### src/acps_pkg.sv
package acps_pkg;

    // Clock base
    localparam int CLK_HZ = 10_000_000;
    localparam int CLK_NS = 1_000_000_000 / CLK_HZ;

    // Least times round up, typical and longest times round down
    function automatic int cyc_ceil(input int ns);
        return ((ns + CLK_NS - 1) / CLK_NS < 1) ? 1 : (ns + CLK_NS - 1) / CLK_NS;
    endfunction

    function automatic int cyc_floor(input int ns);
        return (ns / CLK_NS < 1) ? 1 : ns / CLK_NS;
    endfunction

    // Pin timing
    localparam int T_RST_VALID_NS = 300;
    localparam int C_RST_VALID = cyc_floor(T_RST_VALID_NS);
    localparam int T_RST_PULSE_MS = 1;
    localparam int C_RST_PULSE = cyc_ceil(T_RST_PULSE_MS * 1_000_000);
    localparam int T_CTRL_READY_US = 3500;
    localparam int C_CTRL_READY = cyc_floor(T_CTRL_READY_US * 1000);
    localparam int T_RUN_MS = 10;
    localparam int C_RUN = cyc_ceil(T_RUN_MS * 1_000_000);
    localparam int T_PDN_MIN_NS = 800;
    localparam int C_PDN_MIN = cyc_ceil(T_PDN_MIN_NS);
    localparam int T_PDN_VALID_US = 725;
    localparam int C_PDN_VALID = cyc_floor(T_PDN_VALID_US * 1000);
    localparam int T_STARTUP_MS = 120;
    localparam int C_STARTUP = cyc_floor(T_STARTUP_MS * 1_000_000);
    localparam int T_FAULT_MIN_NS = 350;
    localparam int C_FAULT_MIN = cyc_ceil(T_FAULT_MIN_NS);
    localparam int T_FAULT_REACT_NS = 350;
    localparam int C_FAULT_REACT = cyc_floor(T_FAULT_REACT_NS);
    localparam int T_HP_MIN_NS = 350;
    localparam int C_HP_MIN = cyc_ceil(T_HP_MIN_NS);
    localparam int T_MS_NS = 1_000_000;
    localparam int C_MS = cyc_floor(T_MS_NS);

    // Widths and defaults
    localparam int CNT_W = 21;
    localparam int SC_W = 4;
    localparam int LVL_W = 11;
    localparam int HOLD_W = 8;
    localparam int VOL_STEPS = 1024;
    localparam int BITS_PER_FRAME_DEF = 64;

    // Sample-rate classes and volume step length in frames
    localparam logic [1:0] RATE_NORMAL = 2'h0;
    localparam logic [1:0] RATE_DOUBLE = 2'h1;
    localparam logic [1:0] RATE_QUAD = 2'h2;
    localparam logic [4:0] STEP_FR_NORMAL = 5'h04;
    localparam logic [4:0] STEP_FR_DOUBLE = 5'h08;
    localparam logic [4:0] STEP_FR_QUAD = 5'h10;

    function automatic logic [4:0] step_frames(input logic [1:0] rate);
        case (rate)
            RATE_DOUBLE: return STEP_FR_DOUBLE;
            RATE_QUAD: return STEP_FR_QUAD;
            default: return STEP_FR_NORMAL;
        endcase
    endfunction

    // Controller register map
    localparam logic [7:0] REG_CTRL = 8'h00;
    localparam logic [7:0] REG_CFG = 8'h04;
    localparam logic [7:0] REG_STATUS = 8'h08;
    localparam logic [7:0] REG_INT_STATUS = 8'h0C;
    localparam logic [7:0] REG_INT_MASK = 8'h10;
    localparam int CTRL_RESET = 0;
    localparam int CTRL_PDN = 1;
    localparam int CTRL_START = 2;
    localparam int CTRL_MUTE = 3;
    localparam int CTRL_HEADPHONE_SELECT = 4;
    localparam int CTRL_FAULT = 5;
    localparam int CFG_HOLD_LSB = 0;
    localparam int CFG_STEPS_LSB = 8;
    localparam int CFG_RATE_LSB = 20;
    localparam int CFG_HPDIS = 24;
    localparam int STAT_LVL_LSB = 16;
    localparam logic [HOLD_W-1:0] HOLD_RST = 8'h01;
    localparam logic [LVL_W-1:0] STEPS_RST = 11'h400;
    localparam int INT_W = 4;

    // Device sequencing states
    typedef enum logic [7:0] {
        S_RESET = 8'h01,
        S_BOOT = 8'h02,
        S_IDLE = 8'h04,
        S_START = 8'h08,
        S_RUN = 8'h10,
        S_PDN_FALL = 8'h20,
        S_DOWN = 8'h40,
        S_WAKE = 8'h80
    } acps_dev_state_t;

endpackage

### src/acps_if.sv
interface acps_if;
    import acps_pkg::*;
    // Controller to device
    logic reset_n;
    logic power_down_n;
    logic backend_fault_n;
    logic headphone_select;
    logic mute;
    logic start_cmd;
    logic frame_clk;
    logic bit_clk;
    logic [HOLD_W-1:0] cfg_hold_ms;
    logic [LVL_W-1:0] cfg_steps;
    logic [1:0] cfg_rate;
    logic cfg_hp_line_disable;
    // Device to controller
    logic stage_valid;
    logic stage_out_en;
    logic headphone_pwm_out;
    logic ctrl_ready;
    logic running;
    logic [LVL_W-1:0] vol_level;

    modport dev (
        input reset_n, power_down_n, backend_fault_n, headphone_select, mute,
        input start_cmd, frame_clk, bit_clk, cfg_hold_ms, cfg_steps, cfg_rate,
        input cfg_hp_line_disable,
        output stage_valid, stage_out_en, headphone_pwm_out, ctrl_ready,
        output running, vol_level
    );

    modport host (
        output reset_n, power_down_n, backend_fault_n, headphone_select, mute,
        output start_cmd, frame_clk, bit_clk, cfg_hold_ms, cfg_steps, cfg_rate,
        output cfg_hp_line_disable,
        input stage_valid, stage_out_en, headphone_pwm_out, ctrl_ready,
        input running, vol_level
    );
endinterface

### src/acps_device.sv
// Overview of operation
// Reset held 1 ms; valid low 300 ns after.
// Control port ready 3.5 ms after reset release.
// Start-up command to running takes 10 ms minimum.
// Reset ignored while powered down.
// Power-down ignored while held in reset.
// Power-down held low 800 ns minimum.
// Power-down: valid low 725 us; wake 120 ms.
// Fault pulse low at least 350 ns.
// Outputs forced low 350 ns after fault.
// Programmable hold, recover only if fault cleared.
// Mute ramp: steps times step size.
// Step is 4, 8 or 16 frames.
// Headphone select held 350 ns minimum.
// Headphone outputs off on low only if enabled.
// Headphone switch uses programmed volume rate.
// 32 to 64 bit clocks per frame.
// Soft ramp around headphone switch-over.
module acps_device import acps_pkg::*; #(
    parameter int CTRL_READY_CYC = C_CTRL_READY,
    parameter int RUN_CYC = C_RUN,
    parameter int PDN_VALID_CYC = C_PDN_VALID,
    parameter int STARTUP_CYC = C_STARTUP,
    parameter int MS_CYC = C_MS
) (
    // Clock, reset, enable
    input wire logic clk,
    input wire logic sys_rst,
    input wire logic ce,
    // Link to the controller
    acps_if.dev lnk,
    // Local status
    output logic dev_powered_down,
    output logic dev_fault_hold
);

    acps_dev_state_t state_reg;
    logic [CNT_W-1:0] tmr_reg;
    logic [SC_W-1:0] rstc_reg;
    logic [SC_W-1:0] pdc_reg;
    logic [SC_W-1:0] flc_reg;
    logic [SC_W-1:0] hpc_reg;
    logic [CNT_W-1:0] msc_reg;
    logic [HOLD_W-1:0] hold_reg;
    logic [4:0] spc_reg;
    logic fr_q_reg;
    logic hp_req_reg;
    logic hp_active_reg;
    logic rst_low;
    logic rst_hit;
    logic pdn_low;
    logic pdn_hit;
    logic pdn_ok;
    logic flt_hit;
    logic fr_rise;
    logic to_zero;
    logic [LVL_W-1:0] target;

    // Reset is not seen at all once powered down
    assign rst_low = !lnk.reset_n && state_reg != S_DOWN;
    assign rst_hit = rst_low && rstc_reg == SC_W'(C_RST_VALID - 1);
    // Power-down is not counted while held in reset
    assign pdn_low = !lnk.power_down_n && state_reg != S_RESET && !rst_low;
    assign pdn_hit = pdn_low && pdc_reg == SC_W'(C_PDN_MIN - 1);
    assign pdn_ok = state_reg inside {S_BOOT, S_IDLE, S_START, S_RUN, S_WAKE};
    assign flt_hit = !lnk.backend_fault_n && flc_reg == SC_W'(C_FAULT_REACT - 1);
    assign fr_rise = lnk.frame_clk && !fr_q_reg;

    // Pin qualifiers, each saturating at its recognition count
    always_ff @(posedge clk or posedge sys_rst) begin
        if (sys_rst) begin
            rstc_reg <= '0;
            pdc_reg <= '0;
            flc_reg <= '0;
        end else if (ce) begin
            if (!rst_low)
                rstc_reg <= '0;
            else if (!rst_hit)
                rstc_reg <= rstc_reg + 1'b1;
            if (!pdn_low)
                pdc_reg <= '0;
            else if (!pdn_hit)
                pdc_reg <= pdc_reg + 1'b1;
            if (lnk.backend_fault_n)
                flc_reg <= '0;
            else if (!flt_hit)
                flc_reg <= flc_reg + 1'b1;
        end
    end

    // Power sequencing
    always_ff @(posedge clk or posedge sys_rst) begin
        if (sys_rst) begin
            state_reg <= S_RESET;
            tmr_reg <= '0;
            lnk.stage_valid <= 1'b0;
            lnk.ctrl_ready <= 1'b0;
            lnk.running <= 1'b0;
            dev_powered_down <= 1'b0;
        end else if (ce) begin
            tmr_reg <= tmr_reg + 1'b1;
            if (rst_hit) begin
                state_reg <= S_RESET;
                tmr_reg <= '0;
                lnk.stage_valid <= 1'b0;
                lnk.ctrl_ready <= 1'b0;
                lnk.running <= 1'b0;
            end else if (pdn_hit && pdn_ok) begin
                state_reg <= S_PDN_FALL;
                tmr_reg <= '0;
            end else begin
                unique case (state_reg)
                    S_RESET: begin
                        tmr_reg <= '0;
                        if (lnk.reset_n)
                            state_reg <= S_BOOT;
                    end
                    S_BOOT: begin
                        if (tmr_reg == CNT_W'(CTRL_READY_CYC - 1)) begin
                            lnk.ctrl_ready <= 1'b1;
                            state_reg <= S_IDLE;
                        end
                    end
                    S_IDLE: begin
                        tmr_reg <= '0;
                        if (lnk.start_cmd)
                            state_reg <= S_START;
                    end
                    S_START: begin
                        if (tmr_reg == CNT_W'(RUN_CYC - 1)) begin
                            lnk.running <= 1'b1;
                            lnk.stage_valid <= 1'b1;
                            state_reg <= S_RUN;
                        end
                    end
                    S_RUN: begin
                        tmr_reg <= '0;
                    end
                    S_PDN_FALL: begin
                        if (tmr_reg == CNT_W'(PDN_VALID_CYC - 1)) begin
                            lnk.stage_valid <= 1'b0;
                            lnk.running <= 1'b0;
                            dev_powered_down <= 1'b1;
                            state_reg <= S_DOWN;
                        end
                    end
                    S_DOWN: begin
                        tmr_reg <= '0;
                        if (lnk.power_down_n) begin
                            dev_powered_down <= 1'b0;
                            state_reg <= S_WAKE;
                        end
                    end
                    S_WAKE: begin
                        if (tmr_reg == CNT_W'(STARTUP_CYC - 1)) begin
                            lnk.running <= 1'b1;
                            lnk.stage_valid <= 1'b1;
                            lnk.ctrl_ready <= 1'b1;
                            state_reg <= S_RUN;
                        end
                    end
                endcase
            end
        end
    end

    // Fault hold; the pin is checked only once the hold has run out,
    // so a fault still low at that point simply extends the hold
    always_ff @(posedge clk or posedge sys_rst) begin
        if (sys_rst) begin
            dev_fault_hold <= 1'b0;
            hold_reg <= '0;
            msc_reg <= '0;
            lnk.stage_out_en <= 1'b0;
        end else if (ce) begin
            lnk.stage_out_en <= lnk.stage_valid && !dev_fault_hold && !flt_hit;
            if (flt_hit && !dev_fault_hold) begin
                dev_fault_hold <= 1'b1;
                hold_reg <= lnk.cfg_hold_ms;
                msc_reg <= '0;
            end else if (dev_fault_hold) begin
                if (hold_reg != '0) begin
                    if (msc_reg == CNT_W'(MS_CYC - 1)) begin
                        msc_reg <= '0;
                        hold_reg <= hold_reg - 1'b1;
                    end else begin
                        msc_reg <= msc_reg + 1'b1;
                    end
                end else if (lnk.backend_fault_n) begin
                    dev_fault_hold <= 1'b0;
                end
            end
        end
    end

    // Headphone select qualification
    always_ff @(posedge clk or posedge sys_rst) begin
        if (sys_rst) begin
            hp_req_reg <= 1'b0;
            hpc_reg <= '0;
        end else if (ce) begin
            if (lnk.headphone_select == hp_req_reg) begin
                hpc_reg <= '0;
            end else if (hpc_reg == SC_W'(C_HP_MIN - 1)) begin
                hp_req_reg <= lnk.headphone_select;
                hpc_reg <= '0;
            end else begin
                hpc_reg <= hpc_reg + 1'b1;
            end
        end
    end

    // Ramp to zero on mute, when not running, or while a switch-over waits
    assign to_zero = lnk.mute || !lnk.running || hp_req_reg != hp_active_reg;
    assign target = to_zero ? '0 : lnk.cfg_steps;

    // Volume ramp, one level per step of frames
    always_ff @(posedge clk or posedge sys_rst) begin
        if (sys_rst) begin
            fr_q_reg <= 1'b0;
            spc_reg <= '0;
            lnk.vol_level <= '0;
        end else if (ce) begin
            fr_q_reg <= lnk.frame_clk;
            if (fr_rise) begin
                if (spc_reg >= step_frames(lnk.cfg_rate) - 5'h01) begin
                    spc_reg <= '0;
                    if (lnk.vol_level > target)
                        lnk.vol_level <= lnk.vol_level - 1'b1;
                    else if (lnk.vol_level < target)
                        lnk.vol_level <= lnk.vol_level + 1'b1;
                end else begin
                    spc_reg <= spc_reg + 1'b1;
                end
            end
        end
    end

    // Switch-over only at zero level, so no audible step
    always_ff @(posedge clk or posedge sys_rst) begin
        if (sys_rst) begin
            hp_active_reg <= 1'b0;
            lnk.headphone_pwm_out <= 1'b0;
        end else if (ce) begin
            if (hp_req_reg != hp_active_reg && lnk.vol_level == '0)
                hp_active_reg <= hp_req_reg;
            lnk.headphone_pwm_out <= hp_active_reg || !lnk.cfg_hp_line_disable;
        end
    end

endmodule

### src/flat_wrapper.sv
// flat-port wrapper written by rule: the top's interface ports become plain ports
module acps_device_flat import acps_pkg::*;
#(
    parameter int CTRL_READY_CYC = C_CTRL_READY,
    parameter int RUN_CYC = C_RUN,
    parameter int PDN_VALID_CYC = C_PDN_VALID,
    parameter int STARTUP_CYC = C_STARTUP,
    parameter int MS_CYC = C_MS
)
  (clk, sys_rst, ce, dev_powered_down, dev_fault_hold, lnk_reset_n, lnk_power_down_n, lnk_backend_fault_n, lnk_headphone_select, lnk_mute, lnk_start_cmd, lnk_frame_clk, lnk_bit_clk, lnk_cfg_hold_ms, lnk_cfg_steps, lnk_cfg_rate, lnk_cfg_hp_line_disable, lnk_stage_valid, lnk_stage_out_en, lnk_headphone_pwm_out, lnk_ctrl_ready, lnk_running, lnk_vol_level);
  acps_if lnk_i ();
  input wire logic clk;
  input wire logic sys_rst;
  input wire logic ce;
  output logic dev_powered_down;
  output logic dev_fault_hold;
  input wire logic [$bits(lnk_i.reset_n)-1:0] lnk_reset_n;
  input wire logic [$bits(lnk_i.power_down_n)-1:0] lnk_power_down_n;
  input wire logic [$bits(lnk_i.backend_fault_n)-1:0] lnk_backend_fault_n;
  input wire logic [$bits(lnk_i.headphone_select)-1:0] lnk_headphone_select;
  input wire logic [$bits(lnk_i.mute)-1:0] lnk_mute;
  input wire logic [$bits(lnk_i.start_cmd)-1:0] lnk_start_cmd;
  input wire logic [$bits(lnk_i.frame_clk)-1:0] lnk_frame_clk;
  input wire logic [$bits(lnk_i.bit_clk)-1:0] lnk_bit_clk;
  input wire logic [$bits(lnk_i.cfg_hold_ms)-1:0] lnk_cfg_hold_ms;
  input wire logic [$bits(lnk_i.cfg_steps)-1:0] lnk_cfg_steps;
  input wire logic [$bits(lnk_i.cfg_rate)-1:0] lnk_cfg_rate;
  input wire logic [$bits(lnk_i.cfg_hp_line_disable)-1:0] lnk_cfg_hp_line_disable;
  output wire logic [$bits(lnk_i.stage_valid)-1:0] lnk_stage_valid;
  output wire logic [$bits(lnk_i.stage_out_en)-1:0] lnk_stage_out_en;
  output wire logic [$bits(lnk_i.headphone_pwm_out)-1:0] lnk_headphone_pwm_out;
  output wire logic [$bits(lnk_i.ctrl_ready)-1:0] lnk_ctrl_ready;
  output wire logic [$bits(lnk_i.running)-1:0] lnk_running;
  output wire logic [$bits(lnk_i.vol_level)-1:0] lnk_vol_level;
  assign lnk_i.reset_n = lnk_reset_n;
  assign lnk_i.power_down_n = lnk_power_down_n;
  assign lnk_i.backend_fault_n = lnk_backend_fault_n;
  assign lnk_i.headphone_select = lnk_headphone_select;
  assign lnk_i.mute = lnk_mute;
  assign lnk_i.start_cmd = lnk_start_cmd;
  assign lnk_i.frame_clk = lnk_frame_clk;
  assign lnk_i.bit_clk = lnk_bit_clk;
  assign lnk_i.cfg_hold_ms = lnk_cfg_hold_ms;
  assign lnk_i.cfg_steps = lnk_cfg_steps;
  assign lnk_i.cfg_rate = lnk_cfg_rate;
  assign lnk_i.cfg_hp_line_disable = lnk_cfg_hp_line_disable;
  assign lnk_stage_valid = lnk_i.stage_valid;
  assign lnk_stage_out_en = lnk_i.stage_out_en;
  assign lnk_headphone_pwm_out = lnk_i.headphone_pwm_out;
  assign lnk_ctrl_ready = lnk_i.ctrl_ready;
  assign lnk_running = lnk_i.running;
  assign lnk_vol_level = lnk_i.vol_level;
  acps_device #(.CTRL_READY_CYC(CTRL_READY_CYC), .RUN_CYC(RUN_CYC), .PDN_VALID_CYC(PDN_VALID_CYC), .STARTUP_CYC(STARTUP_CYC), .MS_CYC(MS_CYC)) u_core (.clk(clk), .sys_rst(sys_rst), .ce(ce), .lnk(lnk_i), .dev_powered_down(dev_powered_down), .dev_fault_hold(dev_fault_hold));
endmodule
### config.mk
export PLATFORM = sky130hd
export DESIGN_NAME = acps_device_flat
export DESIGN_NICKNAME = d
export VERILOG_FILES = /design/src/acps_pkg.sv /design/src/acps_if.sv /design/src/acps_device.sv /design/src/flat_wrapper.sv
export SDC_FILE = /design/constraint.sdc
export NUM_CORES = 1
export LEC_CHECK = 0
export BUFFER_PORTS_ARGS = -buffer_cell sky130_fd_sc_hd__buf_2
export CORE_MARGIN = 8
export CORE_UTILIZATION = 25
export DETAILED_ROUTE_END_ITERATION = 8
export PLACE_DENSITY = 0.51
export RECOVER_POWER = 25
export SYNTH_ARGS = -nofsm -noshare
export SYNTH_HDL_FRONTEND = slang
export SYNTH_SLANG_ARGS = --single-unit
### constraint.sdc
create_clock -name clk -period 5.45 [get_ports clk]
set_input_delay 1.09 -clock clk [delete_from_list [all_inputs] [get_ports clk]]
set_output_delay 1.09 -clock clk [all_outputs]
set_load 0.01 [all_outputs]
==> impl_metrics.env <==
export IMPL_end_kind="flip-flop"
export IMPL_drive_gt1_share_pct=14.9
export IMPL_tightest_slew_ps=2880
export IMPL_sw_frac_of_total_pct=41.1
export IMPL_fmax_mhz=206
export IMPL_core_sq_mm=0.0244
export IMPL_async_flop_share_pct=100
export IMPL_synth_main_ff_cell="dfrtp_1"
export IMPL_port_buffers=49
export IMPL_antenna_found_initial=0
export IMPL_drt_iter0_markers=225
export IMPL_pre_cts_ws_ps=208
export IMPL_place_congestion=0.760
export IMPL_worstSetupPathType="primary input to flip-flop"
export IMPL_p_int_mw=1.99
export IMPL_cts_resized_gates=0
export IMPL_wl_um=14800
export IMPL_required_ps=5680
export IMPL_rows=57
export IMPL_root_buffer="clkbuf_16"
export IMPL_hpwl_um=10600
export IMPL_synthesis_nets=748
export IMPL_synth_cell_types=70
export IMPL_die_w_um=174
export IMPL_n_antenna_cell=0
export IMPL_critPathLaunchType="primary input"
export IMPL_cts_sinks=99
export IMPL_combPwrFrac_pct=48.2
export IMPL_power_density_mw_per_mm2=475
export IMPL_worstHoldPathType="flip-flop to flip-flop"
export IMPL_run_status="finished, violations left"
export IMPL_vdd_ir_drop_max_v=0.000254
export IMPL_p_seq_share_pct=32.7
export IMPL_finClkSkew_ps=6.70
export IMPL_synth_cell_area_sq_mm=0.00622
export IMPL_antenna_left=0
export IMPL_chipHeight_um=174
export IMPL_drc=0
export IMPL_hold_buffers=0
export IMPL_setup_viol=0
export IMPL_power_switching_mw=1.39
export IMPL_hold_viol_final=0
export IMPL_wl_per_cell_um=14.1
export IMPL_rsz0062_at_grt="no"
export IMPL_area_growth_pct=14.7
export IMPL_period_share_pct=89.3
export IMPL_cts_max_path_buffers=2
export IMPL_ys_warn_count=0
export IMPL_p_clk_share_pct=19.1
export IMPL_fin_crit_ps=4860
export IMPL_reg2reg_setup_slack_ps=820
export IMPL_cts_tree="yes"
export IMPL_viasPerCell=4.85
export IMPL_seq_area_frac_synth_pct=39.9
export IMPL_vias=5098
export IMPL_ys_ff_latch=99
export IMPL_hold_path_end="u_core.spc_reg[4]$_DFFE_PP0P_"
export IMPL_avgSynthCellArea_sq_um=9.20
export IMPL_htreeDepth=3
export IMPL_min_path_cells=1
export IMPL_grtUsageTotal_pct=9.94
export IMPL_fin_tns_setup_ps=0
export IMPL_nets=794
export IMPL_cp_max_fo=11
export IMPL_drv_cap=1
export IMPL_crit_arrival_ps=5090
export IMPL_grt_ovfl_total=0
export IMPL_start_util_pct=25.5
export IMPL_post_cts_buffers=0
export IMPL_io_pins=51
export IMPL_grt_pass1_wl_um=25400
export IMPL_yosys_area_top_type="dfrtp_1"
export IMPL_cts_made_buffers=9
export IMPL_worstReg2RegEnd="u_core.lnk.vol_level[9]$_DFFE_PP0P_"
export IMPL_dr_pass1_iters=4
export IMPL_timing_rr_start="u_core.lnk.stage_valid$_DFFE_PP0P_"
export IMPL_clk_pin_slew_ps=70
export IMPL_layout_setup_ws_ps=586
export IMPL_clk_latency_ps=340
export IMPL_violations="capacitance limit, slew limit"
export IMPL_grt_pass1_vias=5132
export IMPL_hold_start="u_core.spc_reg[4]$_DFFE_PP0P_"
export IMPL_synth_area_top_cells="dfrtp_1 (39%), ha_1 (7.6%), nand2_1 (5.0%), o21ai_0 (4.7%), nor2_1 (3.2%)"
export IMPL_synth_edf_count=0
export IMPL_grt_max_degree=62
export IMPL_maxSlewViolCount=62
export IMPL_relSlewSlack_pct=-93.2
export IMPL_r2r_cells=17
export IMPL_synthCells=676
export IMPL_synthDominantCellAreaShare_pct=39.4
export IMPL_fp_dieArea_sq_mm=0.0302
export IMPL_p_leak_nw=3.07
==> layout by cell type (no fill, tap or decap), drive strengths merged, types with 12 or more instances in the layout <==
master,n
inv,22
o31ai,15
nand2,82
nor4,17
nand2b,13
nor3,18
ha,38
nor2,54
a21oi,25
dfrtp,98
and3,15
buf,56
mux2,13
o21ai,59
a21o,12
xnor2,14
nand3,30
xor2,17
nand4,14
==> how the worst max path moves through the flow <==
stage / to / cells past startpoint / start / slack [ps]
after floorplan: u_core.lnk.vol_level[9]$_DFFE_PP0P_ / 16 / lnk_mute / 720
after global placement: u_core.lnk.vol_level[9]$_DFFE_PP0P_ / 17 / lnk_mute / 240
after detailed placement: u_core.lnk.vol_level[9]$_DFFE_PP0P_ / 17 / lnk_mute / 210
after CTS: u_core.lnk.vol_level[9]$_DFFE_PP0P_ / 17 / lnk_mute / 580
after global routing: u_core.lnk.vol_level[9]$_DFFE_PP0P_ / 17 / lnk_mute / 170
final: u_core.lnk.vol_level[9]$_DFFE_PP0P_ / 17 / lnk_mute / 590
==> logic make-up after synthesis <==
group                      after synthesis  synth area share [%]
xor gates and xnor gates                31                  4.37
muxes                                   17                  3.00
buffers and inverters                   45                  2.90
and+or+nand+nor                        287                  24.6
AOI/OAI and AO/OA                      158                  17.3
DFF                                     99                  39.9
adders and majority gates               39                  7.97
==> cell type report <==
class / instances / area [sq um]
Inverter: 24 / 91.3
Multi-Input combinational cell: 532 / 3560
Clock buffer: 9 / 225
Tap cell: 324 / 405
Sequential cell: 99 / 2480
Fill cell: 2606 / 17300
Timing Repair Buffer: 56 / 298
Clock inverter: 7 / 68.8
==> routing by layer <==
| layer | global-route usage, % | vias to the layer above | share of wire (%) | wire (um) |
|---|---|---|---|---|
| li1 | - | 2577 | - | - |
| met2 | 15.2 | 54 | 43 | 6430 |
| met1 | 13.9 | 2456 | 53 | 7920 |
| met3 | 1.44 | 11 | 2.0 | 294 |
| met5 | 0 | - | 0 | 0 |
| met4 | 3.71 | 0 | 1.4 | 201 |
==> critical path: stages <==
cell and delay [ps]:
buf_2 100, nor3_1 170, buf_4 200, nand2_1 70, ha_1 310, nand4_1 130, nor3_1 240, o21ai_0 170
a31oi_1 800, ha_1 390, a21o_1 190, a211oi_1 300, o21ai_0 170, a31o_2 270, a21oi_1 160, xnor2_1 80
mux2_2 250
==> Yosys cell counts (2+ instances only) <==
cell type,count
dfrtp_1,98
nand2_1,82
o21ai_0,58
nor2_1,53
ha_1,38
nand3_1,29
a21oi_1,24
inv_1,23
nor3_1,18
xor2_1,17
and3_1,15
o31ai_1,15
nand4_1,14
xnor2_1,14
clkbuf_1,13
mux2_2,13
nand2b_1,13
a21o_1,12
nor4_1,12
nor4b_1,10
nor2b_1,7
o2bb2ai_1,7
o41ai_1,7
buf_2,6
a22o_1,5
a31oi_1,4
and2_1,4
mux2i_1,4
nand4b_1,4
or4_1,4
a211oi_1,3
a41oi_1,3
nor4_2,3
a2bb2o_4,2
and4b_1,2
nand3b_1,2
nor4_4,2
o211ai_1,2
or2_2,2
or3_1,2
==> power by group through the flow <==
stage / clock [mW] / sequential [mW] / combinational [mW]
global placement: 0 / 1.12 / 1.63
CTS: 0.677 / 1.11 / 1.65
detailed placement: 0 / 1.12 / 1.65
finish: 0.645 / 1.11 / 1.63
floorplan: 0 / 1.09 / 1.29
global route: 0.700 / 1.14 / 1.86
==> stage by stage <==
stage / instances / util (%) / total power, mW / cell area, sq um / hold slack (ps)
2_1_floorplan: 676 / - / 2.37 / 6220 / 451
3_3_place_gp: 1035 / 28.0 / 2.75 / 6840 / 482
3_5_place_dp: 1035 / 28.0 / 2.76 / 6840 / 491
4_1_cts: 1051 / 29.2 / 3.44 / 7130 / 501
5_1_grt: 1051 / 29.2 / 3.70 / 7130 / 524
6_report: 1051 / 29.2 / 3.38 / 7130 / 493
Note: power is estimated with default switching activity, not from simulation.
